**src/include/rst_seq_pkg.sv**
```systemverilog
/*
 reset sequencer package: register offsets, field positions, fuse encodings,
 timing constants and the sequencer state type.
 assumes an apb slave with 32-bit data and word-aligned registers.
*/
package rst_seq_pkg;
    // registers, byte addresses (printed offsets +0x00/+0x01 are indices)
    localparam logic [7:0] idx_cause_flags = 8'h00;
    localparam logic [7:0] idx_control = 8'h01;
    localparam logic [11:0] addr_cause_flags = 12'h000;
    localparam logic [11:0] addr_control = 12'h004;
    localparam logic [11:0] addr_fuses = 12'h008;
    localparam logic [11:0] addr_state = 12'h00c;

    // cause flag bits
    localparam int bit_por = 0;
    localparam int bit_pin = 1;
    localparam int bit_bod = 2;
    localparam int bit_wdt = 3;
    localparam int bit_dbg = 4;
    localparam int bit_soft = 5;
    localparam int bit_soft_reset_request = 0;
    localparam logic [5:0] flags_reset = 6'h00;

    // startup delay fuse
    localparam logic [1:0] sut_64k = 2'h0;
    localparam logic [1:0] sut_4k = 2'h1;
    localparam logic [1:0] sut_rsvd = 2'h2;
    localparam logic [1:0] sut_none = 2'h3;
    localparam logic [16:0] ticks_64k = 17'h10000;
    localparam logic [16:0] ticks_4k = 17'h01000;
    localparam logic [4:0] sys_cycles = 5'h18;

    // brownout mode fuse
    localparam logic [1:0] bod_rsvd = 2'h0;
    localparam logic [1:0] bod_sampled = 2'h1;
    localparam logic [1:0] bod_enabled = 2'h2;
    localparam logic [1:0] bod_disabled = 2'h3;
    localparam logic [2:0] bod_level_lowest = 3'h7;

    // sleep modes in which active setting applies
    localparam logic [2:0] smode_idle = 3'h0;

    // timing
    localparam int clk_hz = 40000000;
    localparam int ulp_hz = 1000;
    localparam int rc2m_hz = 2000000;
    localparam int ulp_div = clk_hz / ulp_hz;
    localparam int rc2m_div = clk_hz / rc2m_hz;
    localparam logic [4:0] calib_words = 5'h04;

    typedef enum logic [2:0] {
        st_hold = 3'b000,
        st_delay = 3'b001,
        st_sys = 3'b011,
        st_osc = 3'b010,
        st_calib = 3'b110,
        st_run = 3'b111
    } seq_state_t;
endpackage

```
**src/hdl/req_sync.sv**
```systemverilog
/*
 two-flop synchroniser for a level request.
 assumes input comes from outside the clk domain.
*/
`timescale 1ns/1ps
module req_sync #(
    parameter logic idle_level = 1'b0
) (
    input wire logic clk,
    input wire logic reset,
    input wire logic d,
    output logic q
);
    typedef struct packed {
        logic s1;
        logic s2;
    } sync_t;
    sync_t r_ff;
    sync_t nxt_r;

    always_comb
    begin
        nxt_r.s1 = d;
        nxt_r.s2 = r_ff.s1;
    end

    always_ff @(posedge clk)
    begin
        if (reset)
        begin
            r_ff <= {2{idle_level}};
        end
        else
        begin
            r_ff <= nxt_r;
        end
    end

    assign q = r_ff.s2;
endmodule

```
**src/hdl/reset_sequencer.sv**
```systemverilog
/*
 reset sequencer: merges six reset sources, runs the post-release delay,
 oscillator start and calibration load, and holds cause flags and the
 software reset bit behind an apb slave.
 assumes detectors, pin and debug port are asynchronous levels; the
 protection unlock is decoded outside and given as cfg_unlock.
*/
// Function
// - any request resets at once; reset held while any request stays high
// - after release: counter delay, oscillator startup, calibration, then run
// - a new request during the stages restarts the whole sequence
// - delay counted in 1khz ticks, then 24 system clocks
// - fuse 00 64k ticks, 01 4k ticks, 10 reserved, 11 only 24 clocks
// - every reset resets clock system and selects the 2mhz oscillator
// - after delay start 2mhz oscillator and copy calibration row to registers
// - power-on detect starts sequence and holds reset while supply is low
// - brownout mode 00 reserved, 01 sampled, 10 enabled, 11 disabled
// - active and idle use active setting, other sleep modes sleep setting
// - sampled mode powers detector once per tick; detection forces continuous
// - disabled detector forced on at lowest level in erase or debug enable
// - brownout reset immediate; release goes through counter timeout
// - threshold change takes effect only on leaving programming mode
// - pin reset held while pin stays low
// - watchdog reset lasts one to two 2mhz oscillator cycles; here the request lasts while wdt_timeout stays high
// - software reset bit issues reset within two clocks, no instruction between
// - debug-port reset is its own source, only from the external debugger
// - flags bit5 soft, 4 debug, 3 watchdog, 2 brownout, 1 pin; clear by por or w1
// - power-on flag bit 0 set on por, cleared only by writing one
// - software reset bit clears automatically when reset issues
// - execution starts at reset vector: zero or boot section start
`timescale 1ns/1ps
module reset_sequencer #(
    parameter int delay_64k_ticks = 65536,
    parameter int delay_4k_ticks = 4096,
    parameter int ulp_div_cycles = rst_seq_pkg::ulp_div
) (
    input wire logic clk,
    input wire logic reset,
    input wire logic por_det,
    input wire logic bod_det,
    input wire logic reset_pin_n,
    input wire logic wdt_timeout,
    input wire logic dbg_reset_req,
    input wire logic dbg_port_enabled,
    input wire logic chip_erase,
    input wire logic prog_mode,
    input wire logic cpu_sleeping,
    input wire logic [2:0] sleep_mode,
    input wire logic [1:0] startup_delay_fuse,
    input wire logic [1:0] brownout_active_mode_setting,
    input wire logic [1:0] brownout_sleep_mode_setting,
    input wire logic [2:0] brownout_threshold_select,
    input wire logic boot_reset_vector,
    input wire logic [15:0] boot_section_start,
    input wire logic [7:0] calib_row_data,
    input wire logic cfg_unlock,
    input wire logic psel,
    input wire logic penable,
    input wire logic pwrite,
    input wire logic [11:0] paddr,
    input wire logic [31:0] pwdata,
    output logic [31:0] prdata,
    output logic pready,
    output logic pslverr,
    output logic sys_reset,
    output logic clk_sys_reset,
    output logic rc2m_select,
    output logic rc2m_enable,
    output logic [1:0] calib_addr,
    output logic calib_we,
    output logic [7:0] calib_wdata,
    output logic bod_power,
    output logic [2:0] bod_level,
    output logic [15:0] reset_vector
);
    logic s_por;
    logic s_bod;
    logic s_pin_n;
    logic s_wdt;
    logic s_dbg;

    // every asynchronous source passes two flops before use
    req_sync u_por (.clk(clk), .reset(reset), .d(por_det), .q(s_por));
    req_sync u_bod (.clk(clk), .reset(reset), .d(bod_det), .q(s_bod));
    // pin idles high: a cleared flop would fake a pin reset after reset
    req_sync #(.idle_level(1'b1)) u_pin (.clk(clk), .reset(reset), .d(reset_pin_n), .q(s_pin_n));
    req_sync u_wdt (.clk(clk), .reset(reset), .d(wdt_timeout), .q(s_wdt));
    req_sync u_dbg (.clk(clk), .reset(reset), .d(dbg_reset_req), .q(s_dbg));

    typedef struct packed {
        rst_seq_pkg::seq_state_t st;
        logic [16:0] ticks;
        logic [4:0] sys_cnt;
        logic [15:0] ulp_cnt;
        logic [4:0] rc_cnt;
        logic rc_phase;
        logic [5:0] flags;
        logic soft_reset_request;
        logic [1:0] sw_cnt;
        logic bod_latched;
        logic bod_cont;
        logic [2:0] bod_lvl;
        logic [31:0] prdata;
        logic pready;
        logic pslverr;
        logic sys_reset;
        logic rc2m_en;
        logic [1:0] cal_addr;
        logic cal_we;
        logic [7:0] cal_wdata;
        logic bod_pwr;
        logic [15:0] vector;
    } state_t;

    state_t r_ff;
    state_t nxt_r;

    logic [1:0] bod_mode;
    logic bod_on;
    logic tick;
    logic req_any;
    logic bod_req;
    logic sw_fire;
    logic wr_ok;
    logic rd_ok;
    logic [16:0] delay_ticks;

    always_comb
    begin
        nxt_r = r_ff;
        nxt_r.pready = 1'b0;
        nxt_r.pslverr = 1'b0;
        nxt_r.cal_we = 1'b0;
        nxt_r.bod_pwr = 1'b0;

        // 1khz tick divider
        tick = 1'b0;
        if (r_ff.ulp_cnt == 16'(ulp_div_cycles - 1))
        begin
            nxt_r.ulp_cnt = '0;
            tick = 1'b1;
        end
        else
        begin
            nxt_r.ulp_cnt = r_ff.ulp_cnt + 16'h0001;
        end

        // brownout mode select
        if (!cpu_sleeping || sleep_mode == rst_seq_pkg::smode_idle)
        begin
            bod_mode = brownout_active_mode_setting;
        end
        else
        begin
            bod_mode = brownout_sleep_mode_setting;
        end
        bod_on = 1'b0;
        case (bod_mode)
            rst_seq_pkg::bod_sampled:
            begin
                nxt_r.bod_pwr = tick || r_ff.bod_cont;
                bod_on = 1'b1;
            end
            rst_seq_pkg::bod_enabled:
            begin
                nxt_r.bod_pwr = 1'b1;
                bod_on = 1'b1;
            end
            default:
            begin
                // disabled or reserved: off unless forced
                if (chip_erase || dbg_port_enabled)
                begin
                    nxt_r.bod_pwr = 1'b1;
                    bod_on = 1'b1;
                end
            end
        endcase
        // sampled mode only sees a drop at a sample; detection holds it on
        nxt_r.bod_latched = s_bod && bod_on && (r_ff.bod_pwr || r_ff.bod_cont);
        if (nxt_r.bod_latched && bod_mode == rst_seq_pkg::bod_sampled)
        begin
            nxt_r.bod_cont = 1'b1;
        end
        else if (!s_bod)
        begin
            nxt_r.bod_cont = 1'b0;
        end
        bod_req = r_ff.bod_latched;
        if (chip_erase || dbg_port_enabled)
        begin
            if (bod_mode == rst_seq_pkg::bod_disabled || bod_mode == rst_seq_pkg::bod_rsvd)
            begin
                nxt_r.bod_lvl = rst_seq_pkg::bod_level_lowest;
            end
        end
        else if (!prog_mode)
        begin
            nxt_r.bod_lvl = brownout_threshold_select;
        end

        // software reset: two-cycle issue window
        sw_fire = r_ff.soft_reset_request && r_ff.sw_cnt != 2'h0;

        req_any = s_por || bod_req || !s_pin_n || s_wdt || s_dbg || sw_fire;

        case (startup_delay_fuse)
            rst_seq_pkg::sut_64k: delay_ticks = 17'(delay_64k_ticks);
            rst_seq_pkg::sut_4k: delay_ticks = 17'(delay_4k_ticks);
            default: delay_ticks = '0;
        endcase

        // sequencer
        if (req_any)
        begin
            nxt_r.st = rst_seq_pkg::st_hold;
            nxt_r.sys_reset = 1'b1;
            nxt_r.rc2m_en = 1'b0;
            nxt_r.ticks = '0;
            nxt_r.sys_cnt = '0;
            nxt_r.cal_addr = '0;
        end
        else
        begin
            case (r_ff.st)
                rst_seq_pkg::st_hold:
                begin
                    nxt_r.st = rst_seq_pkg::st_delay;
                    nxt_r.ticks = '0;
                end
                rst_seq_pkg::st_delay:
                begin
                    if (r_ff.ticks >= delay_ticks)
                    begin
                        nxt_r.st = rst_seq_pkg::st_sys;
                        nxt_r.sys_cnt = '0;
                    end
                    else if (tick)
                    begin
                        nxt_r.ticks = r_ff.ticks + 17'h00001;
                    end
                end
                rst_seq_pkg::st_sys:
                begin
                    if (r_ff.sys_cnt == rst_seq_pkg::sys_cycles - 5'h01)
                    begin
                        nxt_r.st = rst_seq_pkg::st_osc;
                    end
                    else
                    begin
                        nxt_r.sys_cnt = r_ff.sys_cnt + 5'h01;
                    end
                end
                rst_seq_pkg::st_osc:
                begin
                    nxt_r.rc2m_en = 1'b1;
                    nxt_r.st = rst_seq_pkg::st_calib;
                    nxt_r.cal_addr = '0;
                end
                rst_seq_pkg::st_calib:
                begin
                    // two clocks per word: row data follows the registered address
                    if (!r_ff.cal_we)
                    begin
                        nxt_r.cal_we = 1'b1;
                        nxt_r.cal_wdata = calib_row_data;
                    end
                    else if (r_ff.cal_addr == 2'(rst_seq_pkg::calib_words - 5'h01))
                    begin
                        nxt_r.st = rst_seq_pkg::st_run;
                        nxt_r.sys_reset = 1'b0;
                    end
                    else
                    begin
                        nxt_r.cal_addr = r_ff.cal_addr + 2'h1;
                    end
                end
                rst_seq_pkg::st_run:
                begin
                    nxt_r.sys_reset = 1'b0;
                end
                default:
                begin
                    nxt_r.st = rst_seq_pkg::st_hold;
                end
            endcase
        end

        // reset vector chosen at each reset
        if (r_ff.sys_reset)
        begin
            nxt_r.vector = boot_reset_vector ? boot_section_start : 16'h0000;
        end

        // 2mhz count: rc_phase toggles once per 2mhz cycle (20 clocks); nothing reads it
        if (r_ff.rc_cnt == 5'(rst_seq_pkg::rc2m_div - 1))
        begin
            nxt_r.rc_cnt = '0;
            nxt_r.rc_phase = !r_ff.rc_phase;
        end
        else
        begin
            nxt_r.rc_cnt = r_ff.rc_cnt + 5'h01;
        end

        // apb
        wr_ok = psel && penable && pwrite && !r_ff.pready;
        rd_ok = psel && penable && !pwrite && !r_ff.pready;
        if (psel && penable && !r_ff.pready)
        begin
            nxt_r.pready = 1'b1;
            nxt_r.prdata = '0;
            case (paddr)
                rst_seq_pkg::addr_cause_flags: nxt_r.prdata = {26'h0, r_ff.flags};
                rst_seq_pkg::addr_control: nxt_r.prdata = {31'h0, r_ff.soft_reset_request};
                rst_seq_pkg::addr_fuses: nxt_r.prdata = {24'h0, r_ff.bod_lvl, bod_mode, startup_delay_fuse, r_ff.bod_pwr};
                rst_seq_pkg::addr_state: nxt_r.prdata = {29'h0, r_ff.st};
                default: nxt_r.pslverr = 1'b1;
            endcase
            if (!rd_ok)
            begin
                nxt_r.prdata = '0;
            end
        end

        // software reset bit
        if (r_ff.soft_reset_request)
        begin
            nxt_r.sw_cnt = r_ff.sw_cnt + 2'h1;
            if (r_ff.sw_cnt == 2'h2 || (r_ff.sys_reset && r_ff.sw_cnt != 2'h0))
            begin
                nxt_r.soft_reset_request = 1'b0;
                nxt_r.sw_cnt = '0;
            end
        end
        if (wr_ok && paddr == rst_seq_pkg::addr_control && cfg_unlock)
        begin
            if (pwdata[rst_seq_pkg::bit_soft_reset_request])
            begin
                nxt_r.soft_reset_request = 1'b1;
                nxt_r.sw_cnt = 2'h1;
            end
        end

        // cause flags: write one to clear, set wins
        if (wr_ok && paddr == rst_seq_pkg::addr_cause_flags)
        begin
            nxt_r.flags = r_ff.flags & ~pwdata[5:0];
        end
        if (s_por)
        begin
            nxt_r.flags = rst_seq_pkg::flags_reset;
            nxt_r.flags[rst_seq_pkg::bit_por] = 1'b1;
        end
        else
        begin
            if (!s_pin_n) nxt_r.flags[rst_seq_pkg::bit_pin] = 1'b1;
            if (bod_req) nxt_r.flags[rst_seq_pkg::bit_bod] = 1'b1;
            if (s_wdt) nxt_r.flags[rst_seq_pkg::bit_wdt] = 1'b1;
            if (s_dbg) nxt_r.flags[rst_seq_pkg::bit_dbg] = 1'b1;
            if (sw_fire) nxt_r.flags[rst_seq_pkg::bit_soft] = 1'b1;
        end
    end

    always_ff @(posedge clk)
    begin
        if (reset)
        begin
            r_ff <= '0;
            r_ff.sys_reset <= 1'b1;
            r_ff.flags <= 6'h01;
            r_ff.bod_lvl <= rst_seq_pkg::bod_level_lowest;
        end
        else
        begin
            r_ff <= nxt_r;
        end
    end

    assign prdata = r_ff.prdata;
    assign pready = r_ff.pready;
    assign pslverr = r_ff.pslverr;
    assign sys_reset = r_ff.sys_reset;
    assign clk_sys_reset = r_ff.sys_reset;
    assign rc2m_select = r_ff.sys_reset;
    assign rc2m_enable = r_ff.rc2m_en;
    assign calib_addr = r_ff.cal_addr;
    assign calib_we = r_ff.cal_we;
    assign calib_wdata = r_ff.cal_wdata;
    assign bod_power = r_ff.bod_pwr;
    assign bod_level = r_ff.bod_lvl;
    assign reset_vector = r_ff.vector;
endmodule

```
**config.mk**
```make
export PLATFORM = sky130hd
export DESIGN_NAME = reset_sequencer
export DESIGN_NICKNAME = d
export VERILOG_FILES = /design/src/include/rst_seq_pkg.sv /design/src/hdl/req_sync.sv /design/src/hdl/reset_sequencer.sv
export SDC_FILE = /design/constraint.sdc
export NUM_CORES = 1
export LEC_CHECK = 0
export ABC_AREA = 1
export BUFFER_PORTS_ARGS = -buffer_cell sky130_fd_sc_hd__buf_2
export CORE_MARGIN = 2
export CORE_UTILIZATION = 45
export CTS_CLUSTER_DIAMETER = 80
export DETAILED_ROUTE_END_ITERATION = 8
export PLACE_DENSITY = 0.71
export SLEW_MARGIN = 10
export SYNTH_ARGS = -nofsm -noshare
export SYNTH_HDL_FRONTEND = slang
export SYNTH_SLANG_ARGS = --single-unit
```
**constraint.sdc**
```tcl
create_clock -name clk -period 5.15 [get_ports clk]
set_input_delay 0.2575 -clock clk [delete_from_list [all_inputs] [get_ports clk]]
set_output_delay 0.2575 -clock clk [all_outputs]
set_load 0.01 [all_outputs]
```
==> out/summary.txt <==
Hold Crit Class = primary input to flip-flop
GR Util All Layers = 17.5%
Largest net degree at the start of global routing = 42
Setup crit start kind = flip-flop
Largest family of logic cells by synthesized area = simple AND/OR/NAND/NOR gates
Max clock buf depth = 2
Fill cell count = 1207
I/O Buffers = 114
Synth Warn # = 0
Synth top cells by count = 120 x nand2_1, 108 x nor2_1, 105 x dfxtp_1, 84 x inv_1, 64 x buf_4
Number of setup buffers added after CTS = 0
PostCTS Resize Cnt = 0
Vias = 4686
Register-to-Register Path Depth = 12
Pwr/cell area = 279 nW/um^2
Die X = 115 um
DRT Pass-1 Iters = 4
Worst-margin pin slew = 0.856 ns
P_leak = 2.70 nW
Top-level I/O count = 165
Tot Pwr = 1.71 mW
Top FF cell, synth = dfxtp_1
Post-DP HPWL = 8.45 mm
Crit path kind = flip-flop to flip-flop
Post-Synth Simple-Gate Area = 29.6%
CTS tree = built
Mux contribution to synthesized area = 0%
Die area = 13200 sq um
Period utilization = 39.1%
Synthesized cell area = 5550 sq um
ANT cells = 0
Top cell type's share of synthesized area = 37.9%
WHS = 0.0926 ns
Avg Cell Area, Syn = 7.25 sq um
ANT nets after route = 0
Top cells by area, synth = dfxtp_1 38%, buf_4 8.7%, nand2_1 8.1%
Setup_tns = 0 ns
H-tree depth = 3
Status = finished, final reports clean
Initial antenna violation count = 0
Relative slew slack = 43.0%
P&R area growth vs syn = 10.6%
CP required = 5.39 ns
Pins over their slew limit = 0
Per-cell routed wire length = 11.4 um
Fmax = 497 MHz
First-pass GRT wire length = 18.9 mm
Min cycle time layout = 2.01 ns
Complex-gate fraction of the synthesized area = 11.7%
Synth async-reset ratio = 0%
Die height = 115 um
RD Place Congestion = 0.847
Post-synthesis sequential area ratio = 37.9%
Hold path depth = 2
DR DRC count = 0
Total grt overflow = 0
CP Data Arrival Time = 2.25 ns
Clk Latency, worst-skew pair = 0.35 ns
Vias in the first global route = 4041
Most common cell in the netlist = nand2_1
Number of max-cap violations = 0
Netlist cell types = 47
Initial DRC Count = 286
FP Rows = 40
Final setup viols = 0
Cts bufs inserted = 9
Final WL = 11.3 mm
Post-layout util = 51.1%
Fraction of layout cells with a size suffix above 1 = 23.1%
Clock transition at path regs = 0.07 ns
Endpoints failing hold = 0
Critical path endpoint category = flip-flop
Final nets = 941
Synth Area in Adders = 2.25%
Clk root buf = clkbuf_16
Peak VDD IR = 0.135 mV
Clock Skew = 0.0133 ns
# hold bufs at CTS = 0
Initial Util = 46.2%
Worst Path Max Fanout = 11
Post-DR vias/cell = 4.75
Seq cells post-synth = 105
Setup repair after global routing missed its margin = no
Cells after Synth = 765
Clock sinks = 105
Largest area contributor in the synthesized netlist = dfxtp_1
Post-synthesis xor/xnor area fraction = 1.89%
Number of enable flip-flop cells after synthesis = 0
Core box area = 12000 sq um
cells in the final DEF, fill, tap and decap left out, drive strengths merged, types with 16 or more instances in the layout:
cell | synthesis | layout
nor2 | 119 | 119
inv | 95 | 98
nand2 | 136 | 136
conb | 1 | 24
buf | 70 | 114
nor3 | 16 | 16
dfxtp | 105 | 105
a21oi | 60 | 60
nand3 | 55 | 55
o21ai | 41 | 41
metal layers:
| layer | vias to the layer above | share of wire (%) | routed length [um] | track usage, % |
|---|---|---|---|---|
| li1 | 2487 | - | - | - |
| met1 | 2080 | 49 | 5510 | 24.5 |
| met2 | 109 | 45 | 5080 | 27.3 |
| met3 | 10 | 4.7 | 526 | 3.43 |
| met4 | 0 | 1.4 | 153 | 5.78 |
| met5 | - | 0 | 0 | 0 |
worst paths after layout:
check / start / to / slack [ns]
max: r_ff[84]$_SDFF_PP0_ / r_ff[95]$_SDFF_PP0_ / 3.14
min: reset_pin_n / u_pin.nxt_r[0]$_SDFF_PP1_ / 0.09
max reg2reg: r_ff[84]$_SDFF_PP0_ / r_ff[95]$_SDFF_PP0_ / 3.14
min reg2reg: u_por.nxt_r[0]$_SDFF_PP0_ / u_por.q$_SDFF_PP0_ / 0.40
final cells by class:
class	count	area (sq um)	area share [%]
Tap cell	147	184	3.00
Sequential cell	105	2100	34.3
Multi-Input combinational cell	508	2610	42.5
Clock inverter	6	58.8	0.958
Clock buffer	10	239	3.89
Timing Repair Buffer	114	571	9.30
Inverter	97	372	6.06
worst max-delay path, cell delays in order, from the launching register on:
cell and delay [ns]:
dfxtp_1 0.39, ha_1 0.19, nand2_1 0.08, nor2_2 0.13
inv_1 0.08, nor2_1 0.10, nand2_1 0.12, inv_1 0.22
nor2_4 0.08, inv_1 0.32, a21oi_1 0.06, o21ai_0 0.09
inv_1 0.05
sequential cells by signal, summed over array words and instances (netlist names), 2 cells and up, named ones only:
signal and count:
reset_vector 16, calib_addr 2, prdata 8, bod_level 3, r_ff 50, calib_wdata 8
logic make-up after synthesis:
logic type | Yosys count
AOI/OAI and AO/OA | 113
xor gates and xnor gates | 12
adders and majority gates | 10
buffers and inverters | 175
DFF | 105
other | 1
and+or+nand+nor | 349
per-stage QoR:
| step | area (sq um) | std cells | worst slack, ns |
|---|---|---|---|
| 6_report | 6140 | 987 | 3.14 |
| 5_1_grt | 6140 | 987 | 2.88 |
| 4_1_cts | 6140 | 987 | 3.11 |
| 3_5_place_dp | 5840 | 971 | 2.96 |
| 3_3_place_gp | 5840 | 971 | 2.95 |
| 2_1_floorplan | 5640 | 788 | 3.28 |
power breakdown:
group,internal [mW],leakage [nW],switching [mW]
Combinational,0.0646,1.70,0.124
Sequential,0.830,0.853,0.0132
Clock,0.352,0.143,0.326
No activity file was read; power rests on OpenSTA's default activity.
